===== config.mk =====
export PLATFORM = sky130hd
export DESIGN_NAME = tkc_control
export DESIGN_NICKNAME = d
export VERILOG_FILES = /design/src/inc/tkc_pkg.sv /design/src/hw/tkc_control.sv
export SDC_FILE = /design/constraint.sdc
export NUM_CORES = 1
export LEC_CHECK = 0
export ABC_CLOCK_PERIOD_IN_PS = 5610
export BUFFER_PORTS_ARGS = -buffer_cell sky130_fd_sc_hd__buf_2
export CAP_MARGIN = 20
export CORE_ASPECT_RATIO = 0.5
export CORE_MARGIN = 2
export CORE_UTILIZATION = 60
export CTS_CLUSTER_DIAMETER = 100
export DETAILED_ROUTE_END_ITERATION = 7
export PLACE_DENSITY = 0.87
export SLEW_MARGIN = 20
export SYNTH_ARGS = -nofsm -noshare
export SYNTH_HDL_FRONTEND = slang
export SYNTH_SLANG_ARGS = --single-unit

===== constraint.sdc =====
create_clock -name clock -period 5.61 [get_ports clock]
set_input_delay 0.561 -clock clock [delete_from_list [all_inputs] [get_ports clock]]
set_output_delay 0.561 -clock clock [all_outputs]
set_load 0.01 [all_outputs]

===== src/inc/tkc_pkg.sv =====
// Constants, register layout and state types for the timekeeper control block.
// Assumes a 100 MHz system clock; times are given in microseconds.
package tkc_pkg;

	// ----------------------------------------
	// Clock rate and line timing
	// ----------------------------------------
	localparam int CLK_MHZ        = 100;
	localparam int RST_DET_US     = 480;     // Least low time taken as a reset pulse
	localparam int INT_LOW_US     = 1200;    // Interrupt low time, inside 960..3840
	localparam int PRES_WAIT_US   = 30;      // High time before presence
	localparam int PRES_LOW_US    = 120;     // Presence low time
	localparam int PRES_HIGH_US   = 30;      // Recovery after presence
	localparam int ACTIVITY_DELAY_SELECT_SHORT_US  = 3500;    // End-of-activity delay, select 0
	localparam int ACTIVITY_DELAY_SELECT_LONG_US   = 123000;  // End-of-activity delay, select 1
	localparam int RST_DET_CYC    = RST_DET_US * CLK_MHZ;
	localparam int INT_LOW_CYC    = INT_LOW_US * CLK_MHZ;
	localparam int PRES_WAIT_CYC  = PRES_WAIT_US * CLK_MHZ;
	localparam int PRES_LOW_CYC   = PRES_LOW_US * CLK_MHZ;
	localparam int PRES_HIGH_CYC  = PRES_HIGH_US * CLK_MHZ;
	localparam int ACTIVITY_DELAY_SELECT_SHORT_CYC = ACTIVITY_DELAY_SELECT_SHORT_US * CLK_MHZ;
	localparam int ACTIVITY_DELAY_SELECT_LONG_CYC  = ACTIVITY_DELAY_SELECT_LONG_US * CLK_MHZ;

	// ----------------------------------------
	// Register offsets, fields, reset values
	// ----------------------------------------
	localparam logic [9:0] ALARM_STATUS_ADDR = 10'h200;
	localparam logic [9:0] TIMER_CONFIG_ADDR = 10'h201;
	localparam int CFG_REALTIME_PROTECT = 0;
	localparam int CFG_INTERVAL_PROTECT = 1;
	localparam int CFG_CYCLE_PROTECT    = 2;
	localparam int CFG_EXPIRE_READ_ONLY = 3;
	localparam int CFG_OSC_ENABLE       = 4;
	localparam int CFG_TIMER_TIMER_AUTO_MANUAL   = 5;
	localparam int CFG_TIMER_STOP_START = 6;
	localparam int CFG_ACTIVITY_ACTIVITY_DELAY_SELECT    = 7;
	localparam int STS_FLAG_LSB         = 0;  // Flags: realtime, interval, cycle
	localparam int STS_IEN_LSB          = 3;  // Enables (active low), same order
	localparam logic [7:0] TIMER_CONFIG_RESET = 8'h00;
	localparam logic [2:0] IRQ_ENABLE_N_RESET = 3'h7;
	localparam logic [1:0] COPY_LAST          = 2'h2;

	// ----------------------------------------
	// Types
	// ----------------------------------------
	typedef enum logic [2:0] {
		LN_IDLE, LN_RST_LOW, LN_INT_LOW, LN_RELEASE, LN_PRES_WAIT, LN_PRES_LOW, LN_PRES_HIGH
	} tkc_line_st_t;

	typedef struct packed {
		logic         s1;
		logic         s2;
		logic         s3;
		logic         line_q;
		tkc_line_st_t line_st;
		logic [23:0]  cnt;
		logic [23:0]  act_cnt;
		logic         act_done;
		logic         act_pulse;
		logic [7:0]   cfg;
		logic [2:0]   flags;
		logic [2:0]   ien_n;
		logic [1:0]   copy_cnt;
		logic [7:0]   copy_data;
		logic         expired;
		logic         armed;
		logic         spont_done;
		logic         ext_done;
		logic         pend_at_fall;
		logic         master_rst;
		logic [2:0]   match_q;
		logic         drive_n;
		logic [7:0]   rd_data;
	} tkc_state_t;

	typedef struct packed {
		logic       osc_run;
		logic       interval_run;
		logic [2:0] counter_write_ok;
		logic       mem_write_ok;
		logic       mem_read_ok;
		logic       expired;
		logic       irq_pending;
	} tkc_status_t;

endpackage : tkc_pkg


===== src/hw/tkc_control.sv =====
// Control, write protection, expiration and alarm interrupt signalling of the timekeeper.
// Assumes counters and alarm comparators outside; register port driven by the memory function logic.
`timescale 1ns/1ps

// Behaviour
// - Automatic mode lets the interval timer run while the data line is high.
// - Manual mode runs the interval timer only while stop bit is 0.
// - Oscillator enable gates all counting; it is 0 after reset.
// - Three write-protect flags sit in the low config bits.
// - Expiration occurs when a protected counter reaches its alarm.
// - After expiration, read-only bit chooses reads allowed or identity only.
// - Any protect flag blocks writes to that counter, other flags and read-only bit.
// - With any protect flag set, oscillator enable accepts only ones.
// - Cycle counter protection freezes the delay select bit.
// - Interval protection freezes the mode bit and forces stop bit to 0.
// - Other config bits change by one ordinary copy.
// - Protect flags set only after three copies of one byte, authorization held on the last two.
// - Protect flags set once together; later attempts are refused.
// - Alarms set status flags; a status read clears them all.
// - Interrupt stays pending until the status register is read.
// - Spontaneous interrupt armed by a reset, disarmed by any falling edge.
// - Armed interrupt drives a long low pulse then a presence, once.
// - Alarm during a presence waits until that presence finishes.
// - Unsignalled interrupt stretches the next reset low then sends presence.
// - Alarm during reset low starts a fresh full interrupt pulse.
// - On attach, normal presence first, then extended next reset; the code already extends the first reset if an interrupt is pending.
// - Delay select picks 3.5 ms or 123 ms end-of-activity delay.
// - Alarm exists when a counter equals its alarm register.
// - Active-low enable bits in the status register enable interrupts.
module tkc_control #(
	parameter int RST_CYC        = tkc_pkg::RST_DET_CYC,
	parameter int INT_CYC        = tkc_pkg::INT_LOW_CYC,
	parameter int PRES_LOW_CYC   = tkc_pkg::PRES_LOW_CYC,
	parameter int ACTIVITY_DELAY_SELECT_SHORT_CYC = tkc_pkg::ACTIVITY_DELAY_SELECT_SHORT_CYC,
	parameter int ACTIVITY_DELAY_SELECT_LONG_CYC  = tkc_pkg::ACTIVITY_DELAY_SELECT_LONG_CYC
) (
	// Clock, reset, enable
	input  wire logic              clock,
	input  wire logic              arst_n,
	input  wire logic              clk_en,
	// Data line pin
	input  wire logic              line_in,
	output logic                   line_out,
	output logic                   line_oe_n,
	// Register port from memory function logic
	input  wire logic              reg_wr,
	input  wire logic              reg_rd,
	input  wire logic [9:0]        reg_addr,
	input  wire logic [7:0]        reg_wdata,
	input  wire logic              copy_aa,
	output logic [7:0]             reg_rdata,
	// Counter alarm matches
	input  wire logic [2:0]        alarm_match,
	// Status towards counters and memory
	output tkc_pkg::tkc_status_t   status,
	output logic                   activity_end
);

	// ----------------------------------------
	// Reset release
	// ----------------------------------------
	logic rst_s1;
	logic rst_n;

	// Two-stage release of the asynchronous reset
	always_ff @(posedge clock or negedge arst_n)
	begin
		if (!arst_n)
		begin
			rst_s1 <= 1'b0;
			rst_n  <= 1'b0;
		end
		else if (clk_en)
		begin
			rst_s1 <= 1'b1;
			rst_n  <= rst_s1;
		end
	end

	// ----------------------------------------
	// State
	// ----------------------------------------
	tkc_pkg::tkc_state_t r_reg;
	tkc_pkg::tkc_state_t r_next;
	logic                irq_pending;
	logic                any_wp;
	logic [2:0]          alarm_ev;
	logic                line_nx;
	logic                fell;
	logic [7:0]          wr_cfg;
	logic [23:0]         act_lim;

	// Pending interrupt from unmasked flags
	assign irq_pending = |(r_reg.flags & ~r_reg.ien_n);
	assign any_wp      = |r_reg.cfg[2:0];
	assign alarm_ev    = alarm_match & ~r_reg.match_q;
	assign line_nx     = (r_reg.s2 == r_reg.s3) ? r_reg.s3 : r_reg.line_q;
	assign fell        = r_reg.line_q & ~line_nx;
	assign act_lim     = r_reg.cfg[tkc_pkg::CFG_ACTIVITY_ACTIVITY_DELAY_SELECT] ? 24'(ACTIVITY_DELAY_SELECT_LONG_CYC) : 24'(ACTIVITY_DELAY_SELECT_SHORT_CYC);

	// Ordinary config write with protection applied
	always_comb
	begin
		wr_cfg = reg_wdata;
		wr_cfg[2:0] = r_reg.cfg[2:0];
		if (any_wp)
		begin
			wr_cfg[tkc_pkg::CFG_EXPIRE_READ_ONLY] = r_reg.cfg[tkc_pkg::CFG_EXPIRE_READ_ONLY];
			wr_cfg[tkc_pkg::CFG_OSC_ENABLE] = r_reg.cfg[tkc_pkg::CFG_OSC_ENABLE] | reg_wdata[4];
		end
		if (r_reg.cfg[tkc_pkg::CFG_CYCLE_PROTECT])
			wr_cfg[tkc_pkg::CFG_ACTIVITY_ACTIVITY_DELAY_SELECT] = r_reg.cfg[tkc_pkg::CFG_ACTIVITY_ACTIVITY_DELAY_SELECT];
		if (r_reg.cfg[tkc_pkg::CFG_INTERVAL_PROTECT])
			wr_cfg[tkc_pkg::CFG_TIMER_TIMER_AUTO_MANUAL] = r_reg.cfg[tkc_pkg::CFG_TIMER_TIMER_AUTO_MANUAL];
	end

	// Next state
	always_comb
	begin
		r_next = r_reg;
		r_next.s1 = line_in;
		r_next.s2 = r_reg.s1;
		r_next.s3 = r_reg.s2;
		r_next.line_q = line_nx;
		r_next.match_q = alarm_match;
		r_next.act_pulse = 1'b0;

		// End-of-activity detection on long low time
		if (line_nx)
		begin
			r_next.act_cnt = 24'h000000;
			r_next.act_done = 1'b0;
		end
		else if (!r_reg.act_done)
		begin
			r_next.act_cnt = r_reg.act_cnt + 24'h000001;
			if (r_next.act_cnt >= act_lim)
			begin
				r_next.act_done = 1'b1;
				r_next.act_pulse = 1'b1;
			end
		end

		// Register reads; status read clears flags
		if (reg_rd)
		begin
			if (r_reg.expired && !r_reg.cfg[tkc_pkg::CFG_EXPIRE_READ_ONLY])
				r_next.rd_data = 8'h00;
			else if (reg_addr == tkc_pkg::ALARM_STATUS_ADDR)
			begin
				r_next.rd_data = {2'h0, r_reg.ien_n, r_reg.flags};
				r_next.flags = 3'h0;
			end
			else if (reg_addr == tkc_pkg::TIMER_CONFIG_ADDR)
				r_next.rd_data = r_reg.cfg;
			else
				r_next.rd_data = 8'h00;
		end

		// Register writes, blocked after expiration
		if (reg_wr && !r_reg.expired)
		begin
			if (reg_addr == tkc_pkg::ALARM_STATUS_ADDR)
			begin
				r_next.ien_n = reg_wdata[5:3];
				r_next.copy_cnt = 2'h0;
			end
			else if (reg_addr == tkc_pkg::TIMER_CONFIG_ADDR)
			begin
				r_next.cfg = wr_cfg;
				// Count repeated authorized copies of the same byte
				if (copy_aa && r_reg.copy_cnt != 2'h0 && reg_wdata == r_reg.copy_data)
				begin
					r_next.copy_cnt = r_reg.copy_cnt + 2'h1;
					if (r_reg.copy_cnt == tkc_pkg::COPY_LAST)
					begin
						r_next.copy_cnt = 2'h0;
						if (!any_wp)
							r_next.cfg[2:0] = reg_wdata[2:0];
					end
				end
				else
				begin
					r_next.copy_cnt = 2'h1;
					r_next.copy_data = reg_wdata;
				end
			end
			else
				r_next.copy_cnt = 2'h0;
		end
		if (r_next.cfg[tkc_pkg::CFG_INTERVAL_PROTECT])
			r_next.cfg[tkc_pkg::CFG_TIMER_STOP_START] = 1'b0;

		// Alarm flags, set wins over read clear
		r_next.flags = r_next.flags | alarm_ev;
		if (|alarm_ev)
			r_next.spont_done = 1'b0;
		if (|(r_reg.cfg[2:0] & alarm_ev))
			r_next.expired = 1'b1;

		// Data line sequencer
		r_next.cnt = r_reg.cnt + 24'h000001;
		case (r_reg.line_st)
			tkc_pkg::LN_IDLE:
			begin
				if (fell)
				begin
					r_next.line_st = tkc_pkg::LN_RST_LOW;
					r_next.cnt = 24'h000000;
					r_next.armed = 1'b0;
					r_next.pend_at_fall = irq_pending;
					r_next.ext_done = 1'b0;
				end
				else if (r_reg.armed && irq_pending && !r_reg.spont_done)
				begin
					r_next.line_st = tkc_pkg::LN_INT_LOW;
					r_next.cnt = 24'h000000;
					r_next.spont_done = 1'b1;
					r_next.armed = 1'b0;
					r_next.master_rst = 1'b0;
				end
			end
			tkc_pkg::LN_RST_LOW:
			begin
				if (line_nx)
				begin
					r_next.cnt = 24'h000000;
					r_next.master_rst = 1'b1;
					r_next.line_st = (r_reg.cnt >= 24'(RST_CYC)) ? tkc_pkg::LN_PRES_WAIT : tkc_pkg::LN_IDLE;
				end
				else if (r_reg.cnt >= 24'(RST_CYC) && irq_pending && !r_reg.ext_done)
				begin
					r_next.line_st = tkc_pkg::LN_INT_LOW;
					r_next.ext_done = 1'b1;
					r_next.spont_done = 1'b1;
					r_next.master_rst = 1'b1;
					if (!r_reg.pend_at_fall)
						r_next.cnt = 24'h000000;
				end
			end
			tkc_pkg::LN_INT_LOW:
			begin
				if (r_reg.cnt >= 24'(INT_CYC - 1))
					r_next.line_st = tkc_pkg::LN_RELEASE;
			end
			tkc_pkg::LN_RELEASE:
			begin
				r_next.cnt = 24'h000000;
				if (line_nx)
					r_next.line_st = tkc_pkg::LN_PRES_WAIT;
			end
			tkc_pkg::LN_PRES_WAIT:
			begin
				if (r_reg.cnt >= 24'(tkc_pkg::PRES_WAIT_CYC - 1))
				begin
					r_next.line_st = tkc_pkg::LN_PRES_LOW;
					r_next.cnt = 24'h000000;
				end
			end
			tkc_pkg::LN_PRES_LOW:
			begin
				if (r_reg.cnt >= 24'(PRES_LOW_CYC - 1))
				begin
					r_next.line_st = tkc_pkg::LN_PRES_HIGH;
					r_next.cnt = 24'h000000;
				end
			end
			tkc_pkg::LN_PRES_HIGH:
			begin
				if (fell)
				begin
					r_next.line_st = tkc_pkg::LN_RST_LOW;
					r_next.cnt = 24'h000000;
					r_next.pend_at_fall = irq_pending;
					r_next.ext_done = 1'b0;
				end
				else if (r_reg.cnt >= 24'(tkc_pkg::PRES_HIGH_CYC - 1))
				begin
					r_next.line_st = tkc_pkg::LN_IDLE;
					r_next.armed = r_reg.master_rst;
				end
			end
			default:
				r_next.line_st = tkc_pkg::LN_IDLE;
		endcase
		r_next.drive_n = !(r_next.line_st == tkc_pkg::LN_INT_LOW || r_next.line_st == tkc_pkg::LN_PRES_LOW);
	end


	// State register
	always_ff @(posedge clock or negedge rst_n)
	begin
		if (!rst_n)
		begin
			r_reg          <= '0;
			r_reg.s1       <= 1'b1;
			r_reg.s2       <= 1'b1;
			r_reg.s3       <= 1'b1;
			r_reg.line_q   <= 1'b1;
			r_reg.line_st  <= tkc_pkg::LN_IDLE;
			r_reg.cfg      <= tkc_pkg::TIMER_CONFIG_RESET;
			r_reg.ien_n    <= tkc_pkg::IRQ_ENABLE_N_RESET;
			r_reg.act_done <= 1'b1;
			r_reg.drive_n  <= 1'b1;
		end
		else if (clk_en)
			r_reg <= r_next;
	end

	// ----------------------------------------
	// Outputs
	// ----------------------------------------
	assign line_out  = 1'b0;          // Open drain: only ever pulls low
	assign line_oe_n = r_reg.drive_n;
	assign reg_rdata = r_reg.rd_data;
	assign activity_end = r_reg.act_pulse;

	// Counting gates and access permissions
	always_comb
	begin
		status.osc_run = r_reg.cfg[tkc_pkg::CFG_OSC_ENABLE];
		status.interval_run = r_reg.cfg[tkc_pkg::CFG_OSC_ENABLE] &
			(r_reg.cfg[tkc_pkg::CFG_TIMER_TIMER_AUTO_MANUAL] ? r_reg.line_q
			: ~r_reg.cfg[tkc_pkg::CFG_TIMER_STOP_START]);
		status.counter_write_ok = ~r_reg.cfg[2:0] & {3{~r_reg.expired}};
		status.mem_write_ok = ~r_reg.expired;
		status.mem_read_ok = ~r_reg.expired | r_reg.cfg[tkc_pkg::CFG_EXPIRE_READ_ONLY];
		status.expired = r_reg.expired;
		status.irq_pending = irq_pending;
	end

endmodule : tkc_control


==> run summary, run 1 <==
syn nets = 672
Leak = 3.01 nW
port bufs = 46
Worst setup SP type = register
Mapped Cells = 626
TritonCTS Buffers = 9
HP Class = register to async pin
fillers = 703
cts hold-fix bufs = 1
Post-Route WL = 13.7 mm
Clock Power Share = 0.358
cell with the most instances after synthesis = dfrtp_1
mean routed wirelength per cell = 17.3 um
Vias/cell = 6.20
flops & latches, synth = 101
max reg flops = 85
die area = 10800 sq um
critical path capture point type = register
Power Dens Cells = 299 nW/um^2
Yosys top cell area share = 0.386
CP max FO = 6
Sw Ratio = 0.307
vias = 4931
relative slew slack = 0.403
Yosys warning count = 0
share of cells above drive strength 1 = 0.183
Cell Int Power = 1.36 mW
post-synth top area cell = dfrtp_1
largest net degree at the start of global routing = 65
Worst Path Class, Setup = register to register
post-synthesis cell type count = 74
remaining antenna violation count = 0
Rows = 25
CTS root buf = clkbuf_16
first-pass GRT wire length = 23.0 mm
endpoints failing hold = 0
Die Ht = 74.5 um
Seq/Total Area, Yosys = 0.426
DRC viols = 0
Worst Path Required = 5.82 ns
crit path DAT = 3.35 ns
P_sw = 602 uW
EDFF count, synth = 0
Worst-Margin Slew = 0.893 ns
drt pass-1 iters = 5
Final period util = 0.559
FFs w/ async S/R, synth = 1.00
CTS clk-pin slew, worst paths = 0.07 ns
Seq pwr share = 0.442
total setup buffers inserted after CTS = 0
synth top area cells = dfrtp_1, o21ai_0, nor2_1, dfstp_2, mux2_2
FF/Latch Area = 2540 sq um
status = finished, final reports clean
combinational power share = 0.200
Starting Density = 0.625
initial drt markers = 480
Area Overhead vs Synth = 10.1%
grt ovf = 0
I/O pin count = 48
Post-Route Utilization = 0.688
cts repair resizes = 0
Synth Area per Inst = 9.52 sq um
setup repair after global routing missed its margin = false
peak supply drop = 168 uV
clock skew = 0.00923 ns
worst skew pair latency = 0.36 ns
vias in the first global route = 4764
area of the multi-input gates = 3170 sq um
initial antenna violation count = 0
Final Wtd Congestion = 0.902
top cells by count, synth = dfrtp_1, nor2_1, nand2_1
Setup Total Neg Slack = 0 ns
max_cap viols = 0
CTS tree = yes
# diodes = 0
Slew Viols, Final = 0
Tmin final = 3.14 ns
Die Wd = 145 um
GR Util All Layers = 0.267
H-tree levels = 3
mapped cell area = 5960 sq um
total core area = 9540 sq um
prevailing post-synth register cell = dfrtp_1
CTS max path bufs = 2
Post-DP HPWL = 9.15 mm
Final Setup Violations = 0
Max Freq = 319 MHz
nets = 701
number of clock sinks = 101
critical path: stages, from the launching register on:
cell	delay, ns
dfrtp_1	0.47
nand3_2	0.15
or4_4	0.56
nor2_1	0.15
nand4_1	0.13
xnor2_1	0.26
ha_1	0.31
a21o_1	0.20
a21oi_1	0.18
and3_1	0.20
o41ai_2	0.07
a31oi_2	0.23
o2bb2ai_1	0.08
cell usage in the layout, fill, tap and decap left out, drive strengths merged, types with 11 or more instances in the layout:
cell type,count
nor2,67
nor3,15
xor2,20
nand2,62
clkbuf,11
dfrtp,92
and3,14
a21oi,16
ha,18
mux2,21
buf,50
nand4,15
inv,21
o21ai,57
nand3,30
xnor2,27
power by group through the flow:
| stage | combinational, mW | sequential, mW | clock (mW) |
|---|---|---|---|
| finish | 0.391 | 0.867 | 0.701 |
| global route | 0.431 | 0.877 | 0.729 |
| CTS | 0.387 | 0.865 | 0.703 |
| detailed placement | 0.383 | 0.876 | 0 |
| global placement | 0.369 | 0.875 | 0 |
| floorplan | 0.335 | 0.832 | 0 |
path summary, 6_finish.rpt:
kind | startpoint | to | slack (ns) | depth (start not counted)
max in group asynchronous | rst_n$_DFFE_PN0P_ | r_reg[59]$_DFFE_PN0P_ | 4.13 | 1
setup / recovery | r_reg[51]$_DFFE_PN0P_ | activity_end$_DFFE_PN0P_ | 2.47 | 12
setup reg to reg | r_reg[51]$_DFFE_PN0P_ | activity_end$_DFFE_PN0P_ | 2.47 | 12
hold / removal | rst_n$_DFFE_PN0P_ | r_reg[70]$_DFFE_PN0P_ | 0.28 | 0
hold reg to reg | rst_n$_DFFE_PN0P_ | r_reg[70]$_DFFE_PN0P_ | 0.28 | 0
min in group clock | line_in | r_next[97]$_DFFE_PN1P_ | 0.44 | 2
kinds of logic (layout without fill, tap and decap cells):
kind of cell | count (synthesis) | count (layout) | synth area share
AOI/OAI and AO/OA | 131 | 131 | 0.155
xor gates and xnor gates | 47 | 47 | 0.0691
adders and majority gates | 18 | 18 | 0.0378
buffers and inverters | 54 | 88 | 0.0426
DFF | 101 | 101 | 0.426
muxes | 29 | 29 | 0.0531
other | 1 | 1 | 0.000629
and+or+nand+nor | 245 | 245 | 0.216
per-stage QoR:
step	area [sq um]	power [mW]	instances	hold WS (ns)	worst slack [ns]
3_5_place_dp	6220	1.26	778	0.309	2.65
2_1_floorplan	5960	1.17	626	0.265	2.59
4_1_cts	6560	1.95	795	0.308	2.49
5_1_grt	6560	2.04	795	0.337	2.31
3_3_place_gp	6220	1.24	778	0.305	2.74
6_report	6560	1.96	795	0.282	2.47
layer usage:
layer / vias up / wire [um] / track usage
met5: - / 0 / 0
li1: 2283 / - / -
met1: 2432 / 6040 / 0.339
met4: 0 / 299 / 0.0935
met2: 182 / 6610 / 0.470
met3: 34 / 782 / 0.0571
layout make-up:
class,count,share of cell area
Multi-Input combinational cell,471,0.483
Timing Repair Buffer,51,0.0412
Clock buffer,11,0.0385
Sequential cell,101,0.388
Inverter,21,0.0120
Tap cell,135,0.0257
Clock inverter,5,0.0124
No activity file was read; power rests on OpenSTA's default activity.
==> inputs of run 2 (changes only) <==
- ABC_CLOCK_PERIOD_IN_PS: 5610 -> 3200
- clock period: 5.61 -> 3.2 ns (I/O delays scaled with it)
==> run summary, run 2 (synthesis results as in run 1) <==
combinational power share = 0.212
remaining antenna violation count = 0
# diodes = 0
max_cap viols = 0
most frequent cells in the layout = dfrtp_1, nor2_1, nand2_1
mean routed wirelength per cell = 16.9 um
DRC viols = 0
Power Dens Cells = 498 nW/um^2
peak supply drop = 251 uV
commonest non-fill, non-tap cell in the layout = dfrtp_1
Final Setup Violations = 0
Post-DP HPWL = 9.39 mm
Area Overhead vs Synth = 9.43%
clock skew = 0.00933 ns
Final period util = 0.945
vias = 4844
Seq pwr share = 0.471
Sw Ratio = 0.321
grt ovf = 0
status = finished, final reports clean
Leak = 2.99 nW
Vias/cell = 6.08
I/O pin count = 48
die area = 10800 sq um
Worst Path Class, Setup = register to register
relative slew slack = 0.566
initial drt markers = 460
first-pass GRT wire length = 22.1 mm
Cell Int Power = 2.20 mW
endpoints failing hold = 0
reg2reg path depth = 12
TritonCTS Buffers = 9
Die Ht = 74.5 um
Setup Total Neg Slack = 0 ns
CTS clk-pin slew, worst paths = 0.07 ns
number of clock sinks = 101
CTS root buf = clkbuf_16
Clock Power Share = 0.317
crit path DAT = 3.26 ns
CTS max path bufs = 2
H-tree levels = 3
Post-Route WL = 13.5 mm
nets = 703
total core area = 9540 sq um
critical path capture point type = register
initial antenna violation count = 0
Worst setup SP type = register
CP max FO = 6
Max Freq = 331 MHz
Final Wtd Congestion = 0.895
Tmin final = 3.03 ns
Die Wd = 145 um
drt pass-1 iters = 5
largest net degree at the start of global routing = 50
Worst-Margin Slew = 0.652 ns
Rows = 25
worst skew pair latency = 0.36 ns
Starting Density = 0.625
P_sw = 1.04 mW
Worst Path Required = 3.43 ns
CTS tree = yes
WHS Path Cells = 2
Slew Viols, Final = 0
post-layout total power = 3.25 mW
vias in the first global route = 4594
GR Util All Layers = 0.260
max reg flops = 85
HP Class = primary input to register
port bufs = 46
share of cells above drive strength 1 = 0.183
setup repair after global routing missed its margin = false
fillers = 702
==> run 2: cell types whose count changed in the layout (fill, tap and decap cells not counted) <==
cell	change
buf_4	+2
bufinv_16	-2
xnor2_2	+1
xnor2_1	-1
clkbuf_1	+3
clkbuf_8	-1
==> run 2: path summary, 6_finish.rpt <==
path                                  startpoint                       end  slack (ns)
min in group asynchronous                 arst_n        rst_s1$_DFFE_PN0P_        0.32
max                        r_reg[51]$_DFFE_PN0P_  activity_end$_DFFE_PN0P_        0.17
max in group asynchronous      rst_n$_DFFE_PN0P_    r_next[97]$_DFFE_PN1P_        1.98
max reg2reg                r_reg[51]$_DFFE_PN0P_  activity_end$_DFFE_PN0P_        0.17
min                                      line_in    r_next[97]$_DFFE_PN1P_        0.20
min reg2reg                    rst_n$_DFFE_PN0P_     r_reg[18]$_DFFE_PN0P_        0.36
==> run 2: timing repair <==
item / CTS / global route
hold buffers: 1 / 0
endpoints found under the hold margin: 2 / 0
setup endpoints to repair: 0 / 1
gates resized for setup: 0 / 1
buffers inserted: 0 / 0
==> run 2: through the flow <==
| stage | cells | worst slack, ns | utilization | hold slack, ns | instance area [sq um] |
|---|---|---|---|---|---|
| after floorplan | 626 | 0.178 | - | 0.0244 | 5960 |
| after global placement | 780 | 0.342 | 0.653 | 0.105 | 6230 |
| after global routing | 797 | 0.0267 | 0.683 | 0.201 | 6520 |
| after CTS | 797 | 0.216 | 0.683 | 0.200 | 6510 |
| final | 797 | 0.175 | 0.683 | 0.200 | 6520 |
| after detailed placement | 780 | 0.246 | 0.653 | 0.109 | 6230 |
==> run 2: per-layer routing <==
metal  track usage  vias to the layer above  part of all wire
li1              -                     2288                 -
met1         0.330                     2392              0.45
met2         0.453                      141              0.49
met3        0.0589                       23             0.046
met4        0.0891                        0             0.015
met5             0                        -                 0
==> run 2: area by class of cell <==
| cell class | instances | area, sq um | share of cell area |
|---|---|---|---|
| Inverter | 21 | 78.8 | 0.0121 |
| Timing Repair Buffer | 53 | 285 | 0.0438 |
| Multi-Input combinational cell | 471 | 3170 | 0.487 |
| Tap cell | 135 | 169 | 0.0259 |
| Sequential cell | 101 | 2540 | 0.390 |
| Clock buffer | 13 | 250 | 0.0384 |
| Clock inverter | 3 | 21.3 | 0.00326 |
==> run 2: power groups by stage <==
stage / Sequential, mW / Combinational (mW) / Clock, mW
after floorplan: 1.46 / 0.587 / 0
after global placement: 1.54 / 0.648 / 0
after detailed placement: 1.54 / 0.675 / 0
after CTS: 1.52 / 0.682 / 1.04
after global routing: 1.54 / 0.760 / 1.09
final: 1.53 / 0.688 / 1.03
==> run 2: worst max-delay path, stage by stage (launching register included) <==
cell	delay, ns
dfrtp_1	0.46
nand3_2	0.15
or4_4	0.56
nor2_1	0.15
nand4_1	0.16
xnor2_2	0.18
ha_1	0.29
a21o_1	0.18
a21oi_1	0.20
and3_1	0.20
o41ai_2	0.07
a31oi_2	0.21
o2bb2ai_1	0.09
